[config.mk]
export PLATFORM = sky130hd
export DESIGN_NAME = tbfbi_indicator
export DESIGN_NICKNAME = d
export VERILOG_FILES = /design/src/tbfbi_pkg.sv /design/src/tbfbi_indicator.sv
export SDC_FILE = /design/constraint.sdc
export NUM_CORES = 1
export LEC_CHECK = 0
export ABC_AREA = 0
export BUFFER_PORTS_ARGS = -buffer_cell sky130_fd_sc_hd__clkbuf_2
export CORE_MARGIN = 5
export CORE_UTILIZATION = 55
export CTS_CLUSTER_DIAMETER = 60
export DETAILED_ROUTE_END_ITERATION = 7
export GPL_TIMING_DRIVEN = 0
export PLACE_DENSITY = 0.85
export REMOVE_ABC_BUFFERS = 1
export SYNTH_ARGS = -nofsm -noshare
export SYNTH_HDL_FRONTEND = slang
export SYNTH_SLANG_ARGS = --single-unit
[constraint.sdc]
create_clock -name ref_clk -period 44.9 [get_ports ref_clk]
set_clock_uncertainty 0.05 [all_clocks]
set_input_delay 8.98 -clock ref_clk [delete_from_list [all_inputs] [get_ports ref_clk]]
set_output_delay 8.98 -clock ref_clk [all_outputs]
set_load 0.05 [all_outputs]
[src/tbfbi_pkg.sv]
// Purpose: Shared constants, types and register map of the terminal bus fault blink indicator
// Assumes: 50 MHz ref_clk, 32-bit AHB-Lite register access, one word per register
// Notes:   Times are kept in their own unit; cycle counts derive from them and the clock rate
package tbfbi_pkg;

    ////////////////////////////////////////////////////////////////////////////////////////
    // Clock and timing
    localparam int unsigned CLK_KHZ       = 50_000;
    localparam int unsigned FAST_HALF_MS  = 50;    // Lead-in blink half period
    localparam int unsigned SLOW_HALF_MS  = 250;   // Code and argument pulse half period
    localparam int unsigned PAUSE_MS      = 1000;  // Dark pause between code and argument
    localparam int unsigned GAP_MS        = 2000;  // Dark gap before the sequence repeats
    localparam int unsigned UPDATE_MS     = 2;     // Terminal bus update period
    localparam int unsigned BUS_RESET_MS  = 1;     // Length of the acyclic bus reset
    localparam int unsigned FAST_HALF_CYC = FAST_HALF_MS * CLK_KHZ;
    localparam int unsigned SLOW_HALF_CYC = SLOW_HALF_MS * CLK_KHZ;
    localparam int unsigned PAUSE_CYC     = PAUSE_MS * CLK_KHZ;
    localparam int unsigned GAP_CYC       = GAP_MS * CLK_KHZ;
    localparam int unsigned UPDATE_CYC    = UPDATE_MS * CLK_KHZ;
    localparam int unsigned BUS_RESET_CYC = BUS_RESET_MS * CLK_KHZ;
    localparam logic [5:0]  LEAD_BLINKS   = 6'h08;

    ////////////////////////////////////////////////////////////////////////////////////////
    // Register map (byte offsets) and reset values
    localparam logic [7:0]  OFS_STATUS  = 8'h00;
    localparam logic [7:0]  OFS_CTRL    = 8'h04;
    localparam logic [7:0]  OFS_FAULT   = 8'h08;
    localparam logic [7:0]  OFS_ACTMAP  = 8'h0C;
    localparam logic [31:0] ACTMAP_RST  = 32'hFFFF_FFFF;

    // Status word bits
    localparam int ST_BUS_ERR  = 0;
    localparam int ST_CFG_CHG  = 1;
    localparam int ST_LEN_ERR  = 2;
    localparam int ST_NO_INPUT = 8;
    localparam int ST_IN_BUSY  = 9;
    localparam int ST_OUT_BUSY = 10;
    localparam int ST_WDOG     = 11;
    localparam int ST_ACYCLIC  = 15;

    // Control and fault register fields
    localparam int CTRL_RESET_CALL = 0;
    localparam int CTRL_USER_LAMP  = 1;
    localparam int FLT_CODE_LSB    = 8;
    localparam int FLT_PERSIST     = 30;
    localparam int FLT_ACTIVE      = 31;

    // Fault codes
    localparam logic [3:0] CODE_BREAK   = 4'h4;
    localparam logic [3:0] CODE_REGCOMM = 4'h5;
    localparam logic [3:0] CODE_LENGTH  = 4'h7;

    // Lamp colours as red, green, blue
    localparam logic [2:0] RGB_RED    = 3'h4;
    localparam logic [2:0] RGB_GREEN  = 3'h2;
    localparam logic [2:0] RGB_BLUE   = 3'h1;
    localparam logic [2:0] RGB_YELLOW = 3'h6;

    ////////////////////////////////////////////////////////////////////////////////////////
    // Types
    typedef enum logic [1:0] {RT_RUN, RT_STOP, RT_CONFIG, RT_FAULT} tbfbi_rt_mode_t;

    typedef enum logic [3:0] {
        BL_IDLE, BL_LEAD_ON, BL_LEAD_OFF, BL_CODE_ON, BL_CODE_OFF,
        BL_PAUSE, BL_ARG_ON, BL_ARG_OFF, BL_GAP
    } tbfbi_blink_t;

    // Condition inputs from the runtime and the terminal bus engine
    typedef struct packed {
        tbfbi_rt_mode_t rtMode;
        logic           bootDone;
        logic           bootFault;
        logic           fieldbusRun;
        logic           busBreak;      // Pulse: data error from a break
        logic [5:0]     breakSlot;     // Physical slot the break sits behind, 0 = supply
        logic           regFail;       // Pulse: register communication failed
        logic [5:0]     regSlot;       // Physical slot (1-based) of the failing module
        logic           lenMismatch;   // Pulse: process data lengths differ
        logic           cfgChanged;    // Pulse: terminal configuration changed
        logic           inputsValid;
        logic           inBusy;
        logic           outBusy;
        logic           watchdog;      // Pulse: watchdog event
    } tbfbi_evt_t;

    typedef struct packed {
        logic [2:0] runtime_status_lamp;
        logic       sysFault;
        logic       busRun;
        logic       busErr;
        logic       user_diag_lamp;
    } tbfbi_lamps_t;

endpackage

[src/tbfbi_indicator.sv]
// Purpose: Status lamps, coded fault blinking and diagnostic status word of the terminal bus
// Assumes: Condition inputs synchronous to ref_clk; event inputs are one-cycle pulses
// Notes:   Times scale by parameters
// Function
// Runtime lamp colour follows runtime mode
// System fault lamp red until clean start-up
// Bus run lamp only when fault-free, fieldbus running
// Fault lamp dark without error, flashes with error
// Fault flashes use fast and slow rates
// Lead-in, code pulses, pause, argument pulses
// Argument is position of last preceding module
// Passive modules skipped in position count
// Bus break gives code 4, position argument
// Register communication failure gives code 5
// Length mismatch gives code 7, argument 0
// Some faults persist until power cycle
// Status word zero only when synchronous, error-free
// Nonzero may mean busy, not only fault
// Host task period below 100 ms
// Bus update every one to five ms
// Bits 0,1,2: error, config change, length
// Bits 8,9: no inputs, input update busy
// Bit 10: output update busy
// Bits 11,15: watchdog, acyclic function active
// Reset call clears errors via acyclic reset
// Flash sequence repeats, starting with lead-in
//
// The AHB-Lite register port and the address map were decided locally.
`timescale 1ns/1ps
module tbfbi_indicator
    import tbfbi_pkg::*;
#(
    parameter int unsigned FAST_HALF_CYC = tbfbi_pkg::FAST_HALF_CYC,
    parameter int unsigned SLOW_HALF_CYC = tbfbi_pkg::SLOW_HALF_CYC,
    parameter int unsigned PAUSE_CYC     = tbfbi_pkg::PAUSE_CYC,
    parameter int unsigned GAP_CYC       = tbfbi_pkg::GAP_CYC,
    parameter int unsigned UPDATE_CYC    = tbfbi_pkg::UPDATE_CYC,
    parameter int unsigned BUS_RESET_CYC = tbfbi_pkg::BUS_RESET_CYC
) (
    input  wire logic                  ref_clk,
    input  wire logic                  srst,
    input  wire logic                  hsel,
    input  wire logic [31:0]           haddr,
    input  wire logic [1:0]            htrans,
    input  wire logic                  hwrite,
    input  wire logic [2:0]            hsize,
    input  wire logic [31:0]           hwdata,
    input  wire logic                  hready,
    output logic                       hreadyout,
    output logic                       hresp,
    output logic [31:0]                hrdata,
    input  wire tbfbi_pkg::tbfbi_evt_t evt,
    output tbfbi_pkg::tbfbi_lamps_t    lamps,
    output logic                       busUpdate,
    output logic                       busResetActive
);
    import tbfbi_pkg::*;

    ////////////////////////////////////////////////////////////////////////////////////////
    // State of the whole block
    typedef struct packed {
        logic         ahbWrite;
        logic [7:0]   ahbAddr;
        logic [31:0]  rdata;
        logic         ready;
        logic         userLamp;
        logic [31:0]  actMap;
        logic         cfgChg;
        logic         wdog;
        logic         lenErr;
        logic         faultAct;
        logic         faultPersist;
        logic [3:0]   faultCode;
        logic [5:0]   faultArg;
        logic         rstActive;
        logic [31:0]  rstTimer;
        logic [31:0]  updTimer;
        logic         updStrobe;
        tbfbi_blink_t blink;
        logic [31:0]  blinkTimer;
        logic [5:0]   pulseCnt;
        logic [3:0]   showCode;
        logic [5:0]   showArg;
        tbfbi_lamps_t lamps;
    } tbfbi_state_t;

    tbfbi_state_t st;
    tbfbi_state_t next_st;
    logic         doReset;
    logic [15:0]  statusWord;

    ////////////////////////////////////////////////////////////////////////////////////////
    // Active modules in slots below the given physical slot; passive ones are skipped
    function automatic logic [5:0] countActive(input logic [31:0] map, input logic [5:0] slot);
        logic [5:0] cnt;
        cnt = 6'h00;
        for (int i = 0; i < 32; i++) begin
            if ((6'(i) < slot) && map[i]) begin
                cnt = cnt + 6'h01;
            end
        end
        return cnt;
    endfunction

    // Half periods as timer loads
    function automatic logic [31:0] load(input int unsigned cyc);
        return (cyc > 1) ? 32'(cyc - 1) : 32'h0000_0000;
    endfunction

    ////////////////////////////////////////////////////////////////////////////////////////
    // Diagnostic status word; busy bits make it nonzero even without a fault
    always_comb begin
        statusWord              = 16'h0000;
        statusWord[ST_BUS_ERR]  = st.faultAct;
        statusWord[ST_CFG_CHG]  = st.cfgChg;
        statusWord[ST_LEN_ERR]  = st.lenErr;
        statusWord[ST_NO_INPUT] = ~evt.inputsValid;
        statusWord[ST_IN_BUSY]  = evt.inBusy;
        statusWord[ST_OUT_BUSY] = evt.outBusy;
        statusWord[ST_WDOG]     = st.wdog;
        statusWord[ST_ACYCLIC]  = st.rstActive;
    end

    ////////////////////////////////////////////////////////////////////////////////////////
    // Next-state logic
    always_comb begin
        next_st           = st;
        next_st.updStrobe = 1'b0;
        next_st.ready     = 1'b1;
        doReset           = 1'b0;

        // Bus write data phase: data is taken one cycle after the address phase
        if (st.ahbWrite) begin
            case (st.ahbAddr)
                OFS_CTRL: begin
                    next_st.userLamp = hwdata[CTRL_USER_LAMP];
                    doReset          = hwdata[CTRL_RESET_CALL];
                end
                OFS_ACTMAP: next_st.actMap = hwdata;
                default: ;
            endcase
        end

        // Address phase; read data is fetched here so it stands in the data phase
        next_st.ahbWrite = 1'b0;
        if (hsel && hready && htrans[1]) begin
            next_st.ahbWrite = hwrite;
            next_st.ahbAddr  = haddr[7:0];
            if (!hwrite) begin
                case (haddr[7:0])
                    OFS_STATUS: next_st.rdata = {16'h0000, statusWord};
                    OFS_CTRL:   next_st.rdata = {30'h0000_0000, st.userLamp, st.rstActive};
                    OFS_FAULT:  next_st.rdata = {st.faultAct, st.faultPersist, 18'h0_0000,
                                                 st.faultCode, 2'h0, st.faultArg};
                    OFS_ACTMAP: next_st.rdata = st.actMap;
                    default:    next_st.rdata = 32'h0000_0000;
                endcase
            end
        end

        // Reset call: start acyclic bus reset, drop errors except those kept to power-up
        if (doReset) begin
            next_st.rstActive = 1'b1;
            next_st.rstTimer  = load(BUS_RESET_CYC);
            next_st.cfgChg    = 1'b0;
            next_st.wdog      = 1'b0;
            next_st.lenErr    = 1'b0;
            if (!st.faultPersist) begin
                next_st.faultAct = 1'b0;
            end
        end else if (st.rstActive) begin
            if (st.rstTimer == 32'h0000_0000) begin
                next_st.rstActive = 1'b0;
            end else begin
                next_st.rstTimer = st.rstTimer - 32'h0000_0001;
            end
        end

        // Events come after the clear so a same-cycle event is never lost
        if (evt.cfgChanged) begin
            next_st.cfgChg = 1'b1;
        end
        if (evt.watchdog) begin
            next_st.wdog = 1'b1;
        end
        if (evt.lenMismatch) begin
            next_st.lenErr = 1'b1;
        end
        // First fault is kept so the blink code stays stable; break wins over others
        if (!next_st.faultAct) begin
            if (evt.busBreak) begin
                next_st.faultAct     = 1'b1;
                next_st.faultPersist = 1'b0;
                next_st.faultCode    = CODE_BREAK;
                next_st.faultArg     = countActive(st.actMap, evt.breakSlot);
            end else if (evt.regFail) begin
                // Modules ahead of the failing one, plus the failing one itself
                next_st.faultAct     = 1'b1;
                next_st.faultPersist = 1'b1;
                next_st.faultCode    = CODE_REGCOMM;
                next_st.faultArg     = countActive(st.actMap, evt.regSlot - 6'h01) + 6'h01;
            end else if (evt.lenMismatch) begin
                next_st.faultAct     = 1'b1;
                next_st.faultPersist = 1'b0;
                next_st.faultCode    = CODE_LENGTH;
                next_st.faultArg     = 6'h00;
            end
        end

        // Bus update pacing; held off while the acyclic reset runs
        if (next_st.rstActive || st.updTimer == 32'h0000_0000) begin
            next_st.updTimer  = load(UPDATE_CYC);
            next_st.updStrobe = ~next_st.rstActive;
        end else begin
            next_st.updTimer = st.updTimer - 32'h0000_0001;
        end

        // Blink sequencer; a cleared fault stops it at once
        if (st.blinkTimer != 32'h0000_0000) begin
            next_st.blinkTimer = st.blinkTimer - 32'h0000_0001;
        end
        if (!st.faultAct) begin
            next_st.blink      = BL_IDLE;
            next_st.blinkTimer = 32'h0000_0000;
        end else if (st.blinkTimer == 32'h0000_0000) begin
            case (st.blink)
                BL_IDLE: begin
                    next_st.showCode   = st.faultCode;
                    next_st.showArg    = st.faultArg;
                    next_st.pulseCnt   = LEAD_BLINKS;
                    next_st.blink      = BL_LEAD_ON;
                    next_st.blinkTimer = load(FAST_HALF_CYC);
                end
                BL_LEAD_ON: begin
                    next_st.blink      = BL_LEAD_OFF;
                    next_st.blinkTimer = load(FAST_HALF_CYC);
                end
                BL_LEAD_OFF: begin
                    if (st.pulseCnt == 6'h01) begin
                        next_st.pulseCnt   = {2'h0, st.showCode};
                        next_st.blink      = BL_CODE_ON;
                        next_st.blinkTimer = load(SLOW_HALF_CYC);
                    end else begin
                        next_st.pulseCnt   = st.pulseCnt - 6'h01;
                        next_st.blink      = BL_LEAD_ON;
                        next_st.blinkTimer = load(FAST_HALF_CYC);
                    end
                end
                BL_CODE_ON: begin
                    next_st.blink      = BL_CODE_OFF;
                    next_st.blinkTimer = load(SLOW_HALF_CYC);
                end
                BL_CODE_OFF: begin
                    if (st.pulseCnt <= 6'h01) begin
                        next_st.blink      = BL_PAUSE;
                        next_st.blinkTimer = load(PAUSE_CYC);
                    end else begin
                        next_st.pulseCnt   = st.pulseCnt - 6'h01;
                        next_st.blink      = BL_CODE_ON;
                        next_st.blinkTimer = load(SLOW_HALF_CYC);
                    end
                end
                BL_PAUSE: begin
                    if (st.showArg == 6'h00) begin
                        next_st.blink      = BL_GAP;
                        next_st.blinkTimer = load(GAP_CYC);
                    end else begin
                        next_st.pulseCnt   = st.showArg;
                        next_st.blink      = BL_ARG_ON;
                        next_st.blinkTimer = load(SLOW_HALF_CYC);
                    end
                end
                BL_ARG_ON: begin
                    next_st.blink      = BL_ARG_OFF;
                    next_st.blinkTimer = load(SLOW_HALF_CYC);
                end
                BL_ARG_OFF: begin
                    if (st.pulseCnt <= 6'h01) begin
                        next_st.blink      = BL_GAP;
                        next_st.blinkTimer = load(GAP_CYC);
                    end else begin
                        next_st.pulseCnt   = st.pulseCnt - 6'h01;
                        next_st.blink      = BL_ARG_ON;
                        next_st.blinkTimer = load(SLOW_HALF_CYC);
                    end
                end
                BL_GAP:  next_st.blink = BL_IDLE;
                default: next_st.blink = BL_IDLE;
            endcase
        end

        // Lamps, registered so every output comes from a flop
        case (evt.rtMode)
            RT_RUN:    next_st.lamps.runtime_status_lamp = RGB_GREEN;
            RT_STOP:   next_st.lamps.runtime_status_lamp = RGB_RED;
            RT_CONFIG: next_st.lamps.runtime_status_lamp = RGB_BLUE;
            default:   next_st.lamps.runtime_status_lamp = RGB_YELLOW;
        endcase
        next_st.lamps.sysFault = ~evt.bootDone | evt.bootFault;
        next_st.lamps.busRun   = evt.bootDone & ~evt.bootFault & evt.fieldbusRun
                               & ~next_st.faultAct & ~next_st.lenErr
                               & ~next_st.rstActive;
        next_st.lamps.busErr   = (next_st.blink == BL_LEAD_ON) ||
                                 (next_st.blink == BL_CODE_ON) ||
                                 (next_st.blink == BL_ARG_ON);
        next_st.lamps.user_diag_lamp = st.userLamp;
    end

    ////////////////////////////////////////////////////////////////////////////////////////
    // State register; power-on reset is the only way to drop a persistent fault
    always_ff @(posedge ref_clk) begin
        if (srst) begin
            st              <= '0;
            st.ready        <= 1'b1;
            st.actMap       <= ACTMAP_RST;
            st.blink        <= BL_IDLE;
            st.lamps        <= '0;
            st.lamps.sysFault <= 1'b1;
            st.lamps.runtime_status_lamp <= RGB_RED;
        end else begin
            st <= next_st;
        end
    end

    // Outputs straight from the state flops, except hresp, which is tied low
    assign hreadyout      = st.ready;
    assign hresp          = 1'b0;
    assign hrdata         = st.rdata;
    assign lamps          = st.lamps;
    assign busUpdate      = st.updStrobe;
    assign busResetActive = st.rstActive;

endmodule

==> flow_summary.toml <==
[detailed_routing]
vias = 17100
drc = 0
ant_nets = 0
wirelength_um = 48200
viasPerCell = 6.07
first_iter_violations = 1200
wire_per_inst_um = 17.1
firstDrtPassIters = 6

[final_layout]
nets = 2535
register_area_mm2 = 0.00424
area.growth.synth_to_final_pct = 6.81
n_antenna_cell = 0
nFillCells = 3007
drive_above_1_share_pct = 12.1
final_cell_mix = "306 x nand2_1, 235 x nor2_1, 212 x dfxtp_1, 187 x xnor2_1, 155 x a21oi_1"
final_common_cell = "nand2_1"
multi_input_area_mm2 = 0.0133

[logic_synthesis]
syn-cell-area_mm2 = 0.0185
synth_cell_type_count = 117
synth-async-reset-ratio_pct = 0
synth_area_leaders = "dfxtp_1 23%, xnor2_1 8.9%, nand2_1 6.2%, ha_1 5.0%, nor2_1 4.8%"
ys_ff_latch = 212
seq_area_frac_synth_pct = 23.0
synth_edf_count = 0
synthCells = 2356
yosysTopAreaCell = "dfxtp_1"
synth_top_area_share_pct = 23.0
yosys_warnings = 0
avgSynthCellArea_um2 = 7.85
ys.flop_type = "dfxtp_1"

[run_status]
status = "complete, no violations"

[global_route]
grt_max_degree = 75
grt_pass1_wl_um = 78900
grt_pass1_vias = 16300
antenna_found_initial = 0
grt-ovfl-total = 0
track_usage_pct = 24.3

[clock_tree]
cts_hold_buf = 0
cts_inserted_buffers = 24
htreeDepth = 1
cts_tree = "yes"
cts_resized = 0
insertion_delay_ns = 0.55
clk_pin_slew_ns = 0.06
cts_sinks = 212
cts_max_path_buffers = 3
cts_root_buffer = "clkbuf_16"
cts_setup_buffers = 0

[sta]
max_freq_mhz = 32.8
fin_crit_sh_pct = 67.9
drv_slew = 0
whs_ns = 0.405
max_slew_margin_pct = 8.31
setup_tns_ns = 0
rsz0062_at_grt = "no"
period_minus_slack_ns = 30.50
setup_viol = 0
finalHoldViolations = 0
setup_slack_ns = 14.40
worst_pin_slew_ns = 1.36

[placed_design]
port_buffers = 111
post-dp-hpwl_um = 36200
post-place-ws_ns = 14.13
gp_congestion = 0.945

[critical_path]
r2r_start = "st[141]$_SDFFE_PP1P_"
crit_path_start_kind = "input port"
cp_data_arrival_time_ns = 30.93
critPathMaxFanout = 14
crit_path_start = "evt[7]"
r2r-end = "st[130]$_SDFFE_PP0P_"
crit_slowest_cell = "ha_1"
cp-endpoint = "st[130]$_SDFFE_PP0P_"
reg2regPathDepth = 101
crit_required_ns = 45.33
critical_path.max_stage_delay_ns = 0.53
r2r_slack_ns = 24.19
critPathKind = "in -> reg"
cp-end-kind = "register"
path_common_cell = "ha_1"

[floorplan]
core_mm2 = 0.0334
die_h_um = 193
num_rows = 67
die-area_mm2 = 0.0374
start_util_pct = 55.4
top_level_ports = 142
die_x_um = 193

[worst_hold_path]
holdPathStages = 2
hold_class = "reg -> reg"

[run]
drv_cap = 0
## critical path: cells and delay by family
kind | cells | cell delay, ns
buf+inv | 10 | 1.06
mux | 6 | 1.65
fa+ha+maj | 29 | 9.26
simple gates | 35 | 5.04
compound gates | 26 | 4.73
xor+xnor | 1 | 0.18
## per-layer routing
| metal | global-route usage, % | routed length (um) | share of wire [%] |
|---|---|---|---|
| met2 | 42.3 | 23000 | 48 |
| met3 | 3.15 | 3000 | 6.2 |
| met4 | 9.28 | 1940 | 4.0 |
| met5 | 0 | 0 | 0 |
| met1 | 30.8 | 20300 | 42 |
## Yosys cell counts, types with 25 or more instances
cell type and n:
a21oi_1 155, a22oi_1 42, and3_1 25, buf_4 42
clkbuf_1 73, dfxtp_1 212, ha_1 74, inv_1 70
mux2i_1 31, nand2_1 306, nand3_1 84, nor2_1 235
nor2b_1 29, nor3_1 58, nor4_1 33, o21a_1 36
o21ai_0 86, or3_1 26, xnor2_1 187, xor2_1 67
## stage by stage
step | instances | util [%] | instance area, um2
global placement | 2781 | 56.7 | 18900
detailed placement | 2783 | 56.8 | 19000
floorplan | 2222 | - | 17800
global route | 2826 | 59.2 | 19800
finish | 2826 | 59.2 | 19800
CTS | 2825 | 59.1 | 19700
## sequential cells by signal, indices dropped and copies added (netlist names)
signal,cells
next_st,1
lamps,7
busUpdate,1
busResetActive,1
hrdata,32
st,170
## final cells by class
class | count | share of cell area, %
clock inverters | 9 | 0.481
well taps | 448 | 2.84
multi-input cells | 1938 | 67.2
clock buffers | 33 | 3.36
flip-flops and latches | 212 | 21.5
repair buffers | 114 | 3.14
inverters | 72 | 1.44
## cell families (layout without fill, tap and decap cells)
family,count (synthesis),after routing,synth area share (%)
other,2,2,0.0406
XOR/XNOR,318,318,18.9
AND/OR/NAND/NOR,946,946,24.8
buffers and inverters,206,228,5.27
adder cells (fa/ha/maj),78,78,5.22
AO/OA/AOI/OAI,538,538,19.5
multiplexers,56,56,3.34
flip-flops,212,212,23.0
## how the worst min path moves through the flow
| stage | start | to | slack, ns |
|---|---|---|---|
| 3_5_place_dp | st[206]$_SDFFE_PP0P_ | st[206]$_SDFFE_PP0P_ | 0.40 |
| 4_1_cts | st[206]$_SDFFE_PP0P_ | st[206]$_SDFFE_PP0P_ | 0.41 |
| 5_1_grt | st[206]$_SDFFE_PP0P_ | st[206]$_SDFFE_PP0P_ | 0.42 |
| 2_1_floorplan | st[208]$_SDFFE_PP0P_ | st[208]$_SDFFE_PP0P_ | 0.38 |
| 3_3_place_gp | st[208]$_SDFFE_PP0P_ | st[208]$_SDFFE_PP0P_ | 0.39 |
| 6_report | st[206]$_SDFFE_PP0P_ | st[206]$_SDFFE_PP0P_ | 0.41 |
Power is not shown: default switching activity piles up to over one toggle a cycle in this logic, so the estimate is an artifact.
